**config.mk**
```make
export PLATFORM = sky130hd
export DESIGN_NAME = ttc_trace_trigger_capture
export DESIGN_NICKNAME = d
export VERILOG_FILES = /design/src/ttc_pkg.sv /design/src/ttc_trace_trigger_capture.sv
export VERILOG_INCLUDE_DIRS = /design/src /design/src/src
export SDC_FILE = /design/constraint.sdc
export NUM_CORES = 2
export LEC_CHECK = 0
export ABC_AREA = 1
export BUFFER_PORTS_ARGS = -buffer_cell sky130_fd_sc_hd__buf_4
export CAP_MARGIN = 25
export CELL_PAD_IN_SITES_DETAIL_PLACEMENT = 0
export CELL_PAD_IN_SITES_GLOBAL_PLACEMENT = 1
export CORE_MARGIN = 2
export CORE_UTILIZATION = 49
export CTS_CLUSTER_SIZE = 20
export DETAILED_ROUTE_END_ITERATION = 10
export PLACE_DENSITY_LB_ADDON = 0.1
export SYNTH_ARGS = -nofsm -noshare
export SYNTH_HDL_FRONTEND = slang
export SYNTH_SLANG_ARGS = --single-unit
```
**constraint.sdc**
```tcl
create_clock -name clk -period 6.74 [get_ports clk]
set_input_delay 1.011 -clock clk [delete_from_list [all_inputs] [get_ports clk]]
set_output_delay 1.011 -clock clk [all_outputs]
set_load 0.02 [all_outputs]
```
**src/ttc_cfg.svh**
```systemverilog
// Constants for the trace trigger and capture block
`ifndef TTC_CFG_SVH
`define TTC_CFG_SVH

// ****************************************
// Register offsets
// ****************************************
`define TTC_REG_CTRL 4'h0
`define TTC_REG_STATUS 4'h1
`define TTC_REG_CMPA 4'h2
`define TTC_REG_CMPB 4'h3
`define TTC_REG_CMPC 4'h4
`define TTC_REG_WINDOW 4'h5
`define TTC_REG_COUNT 4'h6

// ****************************************
// Control field positions
// ****************************************
`define TTC_CTRL_EN 0
`define TTC_CTRL_ARM 1
`define TTC_CTRL_TAG 2
`define TTC_CTRL_BEGIN 3
`define TTC_CTRL_CAP_LO 4
`define TTC_CTRL_CAP_HI 5
`define TTC_CTRL_RWENA 6
`define TTC_CTRL_RWA 7
`define TTC_CTRL_RWENB 8
`define TTC_CTRL_RWB 9
`define TTC_CTRL_TRG_LO 12
`define TTC_CTRL_TRG_HI 15

// ****************************************
// Field codes and reset values
// ****************************************
`define TTC_CAP_NORMAL 2'h0
`define TTC_CAP_LOOP1 2'h1
`define TTC_CAP_DETAIL 2'h2
`define TTC_CAP_PROFILE 2'h3
`define TTC_TRG_A_ONLY 4'h0
`define TTC_TRG_A_OR_B 4'h1
`define TTC_TRG_A_THEN_B 4'h2
`define TTC_TRG_EVT_B 4'h3
`define TTC_TRG_A_THEN_EVT_B 4'h4
`define TTC_TRG_A_AND_B 4'h5
`define TTC_TRG_A_AND_NOT_B 4'h6
`define TTC_TRG_INSIDE 4'h7
`define TTC_TRG_OUTSIDE 4'h8
`define TTC_RST_CTRL 16'h0000
`define TTC_RST_CMP 16'h0000
`define TTC_INVALID_READ 16'hFFFF
`define TTC_DEPTH 64

`endif

```
**src/ttc_pkg.sv**
```systemverilog
// Types shared by the trace trigger and capture block
package ttc_pkg;
	typedef enum logic [3:0] {
		TRG_A_ONLY, TRG_A_OR_B, TRG_A_THEN_B, TRG_EVT_B, TRG_A_THEN_EVT_B,
		TRG_A_AND_B, TRG_A_AND_NOT_B, TRG_INSIDE, TRG_OUTSIDE, TRG_B_ONLY
	} ttc_trg_t;
	typedef enum logic [1:0] {CAP_NORMAL, CAP_LOOP1, CAP_DETAIL, CAP_PROFILE} ttc_cap_t;
	typedef enum logic [1:0] {COF_SOURCE, COF_DEST, COF_VECTOR} ttc_cof_t;
endpackage

```
**src/ttc_trace_trigger_capture.sv**
```systemverilog
// Trace trigger, capture and trace RAM of the on-chip debug unit
//
// The address map and strobed register access are this design's own decisions.
`timescale 1ns/1ps
`default_nettype none
`include "ttc_cfg.svh"

module ttc_trace_trigger_capture #(
	parameter int DEPTH = `TTC_DEPTH,
	parameter int WIDTH = 16
) (
	input wire logic clk,
	input wire logic rst_b,
	input wire logic [3:0] regAddr,
	input wire logic [WIDTH-1:0] regWrData,
	input wire logic regWr,
	input wire logic regRd,
	output logic [WIDTH-1:0] regRdData,
	input wire logic busValid,
	input wire logic [WIDTH-1:0] busAddr,
	input wire logic [WIDTH-1:0] busData,
	input wire logic busRead,
	input wire logic busWord,
	input wire logic busFetch,
	input wire logic busFree,
	input wire logic ramSingleCycle,
	input wire logic execValid,
	input wire logic [WIDTH-1:0] execAddr,
	input wire logic cofValid,
	input wire ttc_pkg::ttc_cof_t cofKind,
	input wire logic [WIDTH-1:0] cofAddr,
	input wire logic cofExcluded,
	output logic triggerPulse,
	output logic armedOut
);
	import ttc_pkg::*;

	localparam int AW = $clog2(DEPTH);
	localparam int CW = AW + 1;
	localparam logic [CW-1:0] FULL = CW'(DEPTH);
	localparam logic [CW-1:0] ONE = CW'(1);
	localparam logic [CW-1:0] TWO = CW'(2);

	// ****************************************
	// State
	// ****************************************
	logic [WIDTH-1:0] ram [DEPTH];
	logic [WIDTH-1:0] ctrl, cmpA, cmpB, cmpC, lastExec;
	logic armed, triggered, aSeen, flagA, flagB, flagC, cValid;
	logic [AW-1:0] wrPtr, rdPtr;
	logic [CW-1:0] count;
	logic [WIDTH-1:0] next_ctrl, next_cmpA, next_cmpB, next_cmpC, next_lastExec;
	logic next_armed, next_triggered, next_aSeen, next_flagA, next_flagB;
	logic next_flagC, next_cValid, next_triggerPulse;
	logic [AW-1:0] next_wrPtr, next_rdPtr;
	logic [CW-1:0] next_count;
	logic [WIDTH-1:0] next_regRdData;

	// ****************************************
	// Decoded controls and compare results
	// ****************************************
	ttc_cap_t capMode;
	ttc_trg_t mode;
	logic enable, tagSel, beginSel, evtOnly, beginEff, fullMode, active;
	logic rwOkA, rwOkB, mA, mB, dataMatch, inRange, belowA, aboveB;
	logic rValid, setA, setB, trig;
	logic [WIDTH-1:0] rAddr, loW, hiW;
	logic storeOne, storeTwo, cofOk, dupSource, canStore;
	logic [WIDTH-1:0] storeWord0, storeWord1;

	assign enable = ctrl[`TTC_CTRL_EN];
	assign tagSel = ctrl[`TTC_CTRL_TAG];
	assign beginSel = ctrl[`TTC_CTRL_BEGIN];

	// Field decode; unused trigger codes fall back to A only
	always_comb begin
		unique case (ctrl[`TTC_CTRL_CAP_HI:`TTC_CTRL_CAP_LO])
			`TTC_CAP_NORMAL: capMode = CAP_NORMAL;
			`TTC_CAP_LOOP1: capMode = CAP_LOOP1;
			`TTC_CAP_DETAIL: capMode = CAP_DETAIL;
			`TTC_CAP_PROFILE: capMode = CAP_PROFILE;
		endcase
		case (ctrl[`TTC_CTRL_TRG_HI:`TTC_CTRL_TRG_LO])
			`TTC_TRG_A_OR_B: mode = TRG_A_OR_B;
			`TTC_TRG_A_THEN_B: mode = TRG_A_THEN_B;
			`TTC_TRG_EVT_B: mode = TRG_EVT_B;
			`TTC_TRG_A_THEN_EVT_B: mode = TRG_A_THEN_EVT_B;
			`TTC_TRG_A_AND_B: mode = TRG_A_AND_B;
			`TTC_TRG_A_AND_NOT_B: mode = TRG_A_AND_NOT_B;
			`TTC_TRG_INSIDE: mode = TRG_INSIDE;
			`TTC_TRG_OUTSIDE: mode = TRG_OUTSIDE;
			default: mode = TRG_A_ONLY;
		endcase
		// Detail capture outranks the event-only modes
		if (capMode == CAP_DETAIL && mode == TRG_EVT_B) begin
			mode = TRG_B_ONLY;
		end else if (capMode == CAP_DETAIL && mode == TRG_A_THEN_EVT_B) begin
			mode = TRG_A_THEN_B;
		end
	end

	assign evtOnly = (mode == TRG_EVT_B) || (mode == TRG_A_THEN_EVT_B);
	assign beginEff = beginSel || evtOnly;
	assign fullMode = (mode == TRG_A_AND_B) || (mode == TRG_A_AND_NOT_B);
	assign active = armed && enable && capMode != CAP_PROFILE;

	// Read/write qualification; full modes use the A enable for both
	always_comb begin
		if (tagSel) begin
			rwOkA = 1'b1;
			rwOkB = 1'b1;
		end else begin
			rwOkA = !ctrl[`TTC_CTRL_RWENA] || (ctrl[`TTC_CTRL_RWA] == busRead);
			rwOkB = !ctrl[`TTC_CTRL_RWENB] || (ctrl[`TTC_CTRL_RWB] == busRead);
			if (fullMode) begin
				rwOkB = rwOkA;
			end
		end
	end

	// Tagged compares look at the opcode about to execute, forced ones at the bus
	always_comb begin
		if (tagSel) begin
			mA = execValid && execAddr == cmpA;
		end else begin
			mA = busValid && rwOkA && busAddr == cmpA;
		end
		// Event-only B is never tagged outside detail capture
		if (tagSel && !evtOnly) begin
			mB = execValid && execAddr == cmpB;
		end else begin
			mB = busValid && rwOkB && busAddr == cmpB;
		end
	end

	// Misaligned word data compare only works on single-cycle RAM
	assign dataMatch = busValid && rwOkA && busData == cmpB
		&& !(busWord && busAddr[0] && !ramSingleCycle);

	// Range compares: word granular when tagged, exact bus address when forced
	always_comb begin
		if (tagSel) begin
			rValid = execValid;
			rAddr = {execAddr[WIDTH-1:1], 1'b0};
			loW = {cmpA[WIDTH-1:1], 1'b0};
			hiW = {cmpB[WIDTH-1:1], 1'b0};
		end else begin
			rValid = busValid && rwOkA;
			rAddr = busAddr;
			loW = cmpA;
			hiW = cmpB;
		end
	end

	assign inRange = rValid && rAddr >= loW && rAddr <= hiW;
	assign belowA = rValid && rAddr < loW;
	assign aboveB = rValid && rAddr > hiW;

	// Trigger decision per mode; only meaningful while active
	always_comb begin
		setA = 1'b0;
		setB = 1'b0;
		trig = 1'b0;
		unique case (mode)
			TRG_A_ONLY: begin
				setA = mA;
				trig = mA;
			end
			TRG_A_OR_B: begin
				setA = mA;
				setB = mB;
				trig = mA || mB;
			end
			TRG_A_THEN_B, TRG_A_THEN_EVT_B: begin
				setA = mA;
				setB = aSeen && mB;
				trig = aSeen && mB;
			end
			TRG_B_ONLY, TRG_EVT_B: begin
				setB = mB;
				trig = mB;
			end
			TRG_A_AND_B, TRG_A_AND_NOT_B: begin
				if (tagSel) begin
					setA = mA;
					trig = mA;
				end else begin
					// Same bus cycle: A and B wants a data hit, A and not B a miss
					setA = mA && (dataMatch != (mode == TRG_A_AND_NOT_B));
					setB = setA;
					trig = setA;
				end
			end
			TRG_INSIDE: begin
				setA = inRange;
				setB = inRange;
				trig = inRange;
			end
			TRG_OUTSIDE: begin
				setA = belowA;
				setB = aboveB;
				trig = belowA || aboveB;
			end
		endcase
		// Begin mode ignores later triggers except repeated data events
		if (!active || (beginEff && triggered && !evtOnly)) begin
			setA = 1'b0;
			setB = 1'b0;
			trig = 1'b0;
		end
	end

	// ****************************************
	// Storage selection
	// ****************************************
	// Loop1 compares only the unpaged address, so paged loops may alias
	assign dupSource = capMode == CAP_LOOP1 && cofKind == COF_SOURCE
		&& cValid && cofAddr == cmpC;
	assign cofOk = cofValid && !cofExcluded && !dupSource;
	assign canStore = beginEff ? (triggered || trig) : !trig;

	always_comb begin
		storeOne = 1'b0;
		storeTwo = 1'b0;
		storeWord0 = cofAddr;
		storeWord1 = busData;
		if (active && canStore) begin
			if (capMode == CAP_DETAIL) begin
				// Address then data; pairs keep the count even
				storeTwo = busValid && !busFetch && !busFree;
				storeWord0 = busAddr;
			end else if (evtOnly) begin
				storeOne = trig;
				storeWord0 = busData;
			end else begin
				storeOne = cofOk;
			end
		end
	end

	// ****************************************
	// Next-state logic
	// ****************************************
	always_comb begin
		next_ctrl = ctrl;
		next_cmpA = cmpA;
		next_cmpB = cmpB;
		next_cmpC = cmpC;
		next_cValid = cValid;
		next_armed = armed;
		next_triggered = triggered || trig;
		next_aSeen = aSeen || (active && mA);
		next_flagA = flagA || setA;
		next_flagB = flagB || setB;
		next_flagC = flagC;
		next_wrPtr = wrPtr;
		next_count = count;
		next_rdPtr = rdPtr;
		next_lastExec = execValid ? execAddr : lastExec;
		next_triggerPulse = trig;
		next_regRdData = '0;
		// Comparator C flag; it serves as the loop filter in loop1
		if (enable && capMode != CAP_LOOP1 && busValid && busAddr == cmpC) begin
			next_flagC = 1'b1;
		end
		// Write position and count; count saturates at the depth
		if (storeOne) begin
			next_wrPtr = AW'(wrPtr + 1'b1);
			next_count = (count == FULL) ? FULL : count + ONE;
		end else if (storeTwo) begin
			next_wrPtr = AW'(wrPtr + 2'd2);
			next_count = (count >= FULL - ONE) ? FULL : count + TWO;
		end
		// Loop1 remembers the last stored address to drop repeated branch sources
		if (storeOne && capMode == CAP_LOOP1) begin
			next_cmpC = storeWord0;
			next_cValid = 1'b1;
		end
		// Disarm on full in begin mode, or at the trigger in end mode
		if (active && (beginEff ? (next_count == FULL && next_triggered) : trig)) begin
			next_armed = 1'b0;
		end
		// Register reads
		if (regRd) begin
			unique case (regAddr)
				`TTC_REG_CTRL: next_regRdData = {ctrl[WIDTH-1:2], armed, ctrl[0]};
				`TTC_REG_STATUS: next_regRdData = WIDTH'({triggered, armed, flagC,
					flagB, flagA});
				`TTC_REG_CMPA: next_regRdData = cmpA;
				`TTC_REG_CMPB: next_regRdData = cmpB;
				`TTC_REG_CMPC: next_regRdData = cmpC;
				`TTC_REG_COUNT: next_regRdData = WIDTH'(count);
				`TTC_REG_WINDOW: begin
					if (capMode == CAP_PROFILE) begin
						next_regRdData = lastExec;
					end else if (armed) begin
						next_regRdData = `TTC_INVALID_READ;
					end else begin
						next_regRdData = ram[rdPtr];
						next_rdPtr = AW'(rdPtr + 1'b1);
					end
				end
				default: next_regRdData = '0;
			endcase
		end
		// Register writes; a software arm restarts the whole capture
		if (regWr) begin
			unique case (regAddr)
				`TTC_REG_CTRL: begin
					next_ctrl = regWrData;
					// Profile leaves the arm bit unused, so it never arms
					next_armed = regWrData[`TTC_CTRL_ARM] && regWrData[`TTC_CTRL_EN]
						&& regWrData[`TTC_CTRL_CAP_HI:`TTC_CTRL_CAP_LO] != `TTC_CAP_PROFILE;
					if (regWrData[`TTC_CTRL_ARM]) begin
						next_flagA = 1'b0;
						next_flagB = 1'b0;
						next_flagC = 1'b0;
						next_triggered = 1'b0;
						next_aSeen = 1'b0;
						next_wrPtr = '0;
						next_count = '0;
						if (regWrData[`TTC_CTRL_CAP_HI:`TTC_CTRL_CAP_LO] == `TTC_CAP_LOOP1) begin
							next_cmpC = `TTC_RST_CMP;
							next_cValid = 1'b0;
						end
					end
				end
				`TTC_REG_CMPA: next_cmpA = regWrData;
				`TTC_REG_CMPB: next_cmpB = regWrData;
				`TTC_REG_CMPC: begin
					next_cmpC = regWrData;
					next_cValid = 1'b0;
				end
				default: next_ctrl = ctrl;
			endcase
		end
		// While armed the read pointer tracks the oldest word for FIFO readout
		if (next_armed) begin
			next_rdPtr = AW'(next_wrPtr - next_count[AW-1:0]);
		end
	end

	// ****************************************
	// Registers
	// ****************************************
	always_ff @(posedge clk) begin
		if (!rst_b) begin
			ctrl <= `TTC_RST_CTRL;
			cmpA <= `TTC_RST_CMP;
			cmpB <= `TTC_RST_CMP;
			cmpC <= `TTC_RST_CMP;
			lastExec <= '0;
			cValid <= 1'b0;
			armed <= 1'b0;
			triggered <= 1'b0;
			aSeen <= 1'b0;
			flagA <= 1'b0;
			flagB <= 1'b0;
			flagC <= 1'b0;
			wrPtr <= '0;
			rdPtr <= '0;
			count <= '0;
			regRdData <= '0;
			triggerPulse <= 1'b0;
			armedOut <= 1'b0;
		end else begin
			ctrl <= next_ctrl;
			cmpA <= next_cmpA;
			cmpB <= next_cmpB;
			cmpC <= next_cmpC;
			lastExec <= next_lastExec;
			cValid <= next_cValid;
			armed <= next_armed;
			triggered <= next_triggered;
			aSeen <= next_aSeen;
			flagA <= next_flagA;
			flagB <= next_flagB;
			flagC <= next_flagC;
			wrPtr <= next_wrPtr;
			rdPtr <= next_rdPtr;
			count <= next_count;
			regRdData <= next_regRdData;
			triggerPulse <= next_triggerPulse;
			armedOut <= next_armed;
		end
	end

	// Trace RAM; no reset, contents are only valid up to the count
	always_ff @(posedge clk) begin
		if (storeOne || storeTwo) begin
			ram[wrPtr] <= storeWord0;
		end
		if (storeTwo) begin
			ram[AW'(wrPtr + 1'b1)] <= storeWord1;
		end
	end

endmodule
`default_nettype wire

```
==> metrics <==
status=finished clean; CP peak stage delay=970 ps; Reg clk slew, reported paths=60 ps; endpoints failing hold=0; Seq/Total Area, Yosys=54.6%; slowest CP cell=nor2_1; H-tree levels=4; met1 WL=100000 microns; core area=124000 sq um; Rows=129; pwr dens=235 nW/um^2; main combinational cell family by area after synthesis=compound AO/OA/AOI/OAI gates; final worst path period need=5850 ps; YS warnings=0; share of cells above drive strength 1=9.59%; Critical Path Sink Type=register; vias in the first global route=49700; Final setup viols=0; total die area=128000 sq um; post_cts resized=0; io pins=117; hold path depth=2; Detailed Routing Iterations Pass 1=8; worst vdd rail ir drop=267 uV; Worst Path Arrival=6290 ps; RSZ-0062 raised after global routing=false; Post-Synth XOR/XNOR Area=0.530%; TritonCTS clock tree=done; Place WS=775 ps; largest net degree at the start of global routing=178; post-CTS setup buffers=0; GP Congestion=0.998; IO Port Bufs=116; Synth Flop Type=edfxtp_1; Die Span Y=357 microns; Synth Area in Adders=0.974%; met3 wire length=29900 microns; max-cap viol count=0; Hold EP=ctrl[10]; mux cell area share after synthesis=0%; Seq cells post-synth=1156; biggest area consumer among synthesized cells=edfxtp_1; compound-gate portion of the synthesized area=21.4%; Synth top area share=50.3%; R2R cell count=25; GRT Util Overall=39.1%; maximum buffer depth of the clock tree=3; Post-DRT Antenna Nets=0; max layer used=met5; top post-synthesis cells by area=edfxtp_1 50%, o21ai_0 14%, nand2_1 8.8%, nor2_1 5.4%, dfxtp_1 4.3%; vias=55100; vias per cell=6.37; Chip Width=357 microns; Area Growth Syn to Fin=11.9%; Power Total=16100 uW; top cells by count, synth=1758 x o21ai_0, 1441 x nand2_1, 1024 x edfxtp_1; Layout Skew=41.6 ps; Hold Path Class=register to register; fraction of registers with async set/reset=0%; Post-DP Area=64200 sq um; worst flop-to-flop path endpoint=ram[15][9]; number of synthesized flops with an enable pin=1024; routed wl met2=110000 microns; DP Wirelength=157000 microns; CTS root buf=clkbuf_16; cell mode on critical path=nand2_1; simple-gate portion of the synthesized area=16.6%; most frequent cell after synthesis=o21ai_0; Syn Area/Cell=8.57 sq um; initial core utilization=49.4%; Clock Sinks=1156; Pleak=0.0257 uW; Synthesized Nets=7281; area of the mapped netlist=61200 sq um; CTS buffer count=131; total gr overflow=0; final wirelength=254000 microns; first-pass GRT wire length=361000 microns; slew margin rel.=19.1%; initial antenna violation count=13; FMAX=171 MHz; startpoint types=register; DRC=0; PnR worst setup slack=890 ps; worst path required time=7180 ps; worst-path fanout max=16; Nets=7070; Cells after Synth=7135; Clk Latency, worst-skew pair=790 ps; HP Start=ctrl[10]; synth unique cells=48; critical path class=register to register; DR WL/cell=29.3 microns; reg-to-reg startpoint=cmpB[3]; Slew Limit Fails=0; final instance area=68400 sq um; r2r setup slk=890 ps; DR iter-0 viols=8009; final worst-path cycle share=86.8%; cts hold-fix bufs=0; Slew @ Worst Pin=1210 ps; post-route setup TNS=0 ps
metrics by stage:
step / utilization (%) / instances / hold WS [ps]
after global placement: 51.8 / 8416 / 444
after global routing: 55.3 / 8646 / 482
final: 55.3 / 8649 / 462
after CTS: 55.2 / 8639 / 460
after floorplan: - / 7135 / 434
after detailed placement: 51.9 / 8421 / 447
sequential cells by signal, summed over array words and instances, names as in the netlist, named ones only:
| name | cells |
|---|---|
| aSeen | 1 |
| armed | 1 |
| cValid | 1 |
| cmpA | 16 |
| cmpB | 16 |
| cmpC | 16 |
| count | 7 |
| ctrl | 15 |
| flagA | 1 |
| flagB | 1 |
| flagC | 1 |
| lastExec | 16 |
| ram | 1024 |
| rdPtr | 6 |
| regRdData | 16 |
| triggerPulse | 1 |
| triggered | 1 |
| wrPtr | 6 |
worst max-delay path by stage:
stage / start / to
2_1_floorplan: busAddr[15] / ram[10][0]
3_3_place_gp: busAddr[7] / ram[15][1]
3_5_place_dp: busAddr[7] / ram[15][15]
4_1_cts: cmpB[3] / ram[15][2]
5_1_grt: cmpB[3] / ram[23][5]
6_report: cmpB[3] / ram[15][9]
cells in the final DEF (no fill, tap or decap), types with 27 or more instances in the layout:
| cell | n |
|---|---|
| edfxtp_1 | 1024 |
| nor2_1 | 879 |
| a21oi_1 | 85 |
| a211oi_1 | 42 |
| nand2_1 | 1441 |
| o211ai_1 | 52 |
| o22ai_1 | 294 |
| ha_1 | 46 |
| o21ai_0 | 1749 |
| dfxtp_1 | 128 |
| o221ai_1 | 48 |
| inv_1 | 187 |
| clkbuf_16 | 137 |
| o31ai_2 | 27 |
| nand4_1 | 70 |
| buf_4 | 329 |
| nand3_1 | 118 |
| clkbuf_1 | 30 |
| o31ai_4 | 33 |
worst max-delay path, delay by kind of cell (launching register included):
family / cells / cell delay (ps)
AO/OA/AOI/OAI: 1 / 130
buffers and inverters: 5 / 1250
AND/OR/NAND/NOR: 18 / 2880
adder cells (fa/ha/maj): 1 / 450
flip-flops: 1 / 770
power breakdown:
| part | internal (uW) | switching [uW] | leakage (uW) |
|---|---|---|---|
| clock | 3950 | 3010 | 0.00196 |
| combinational | 334 | 956 | 0.0135 |
| sequential | 7800 | 27.6 | 0.0103 |
cell type report:
cell class | count | area (sq um)
clock buffers | 168 | 3550
diodes | 3 | 7.51
inverters | 225 | 866
flip-flops and latches | 1156 | 33400
repair buffers | 365 | 3150
multi-input cells | 5045 | 24900
well taps | 1637 | 2050
clock inverters | 50 | 480
fillers | 11000 | 55400
routing by layer:
metal | up-vias | global-route usage (%)
li1 | 24700 | -
met1 | 26400 | 54.2
met2 | 3398 | 57.7
met3 | 617 | 9.69
met4 | 18 | 18.5
met5 | - | 0
cell families (layout without fill, tap and decap cells):
kind of cell	count (synthesis)	after routing
AOI/OAI and AO/OA	2394	2394
xor gates and xnor gates	37	37
adders and majority gates	47	47
buffers and inverters	934	808
DFF	1156	1156
other	0	3
and+or+nand+nor	2567	2567
No activity file was read; power rests on OpenSTA's default activity.
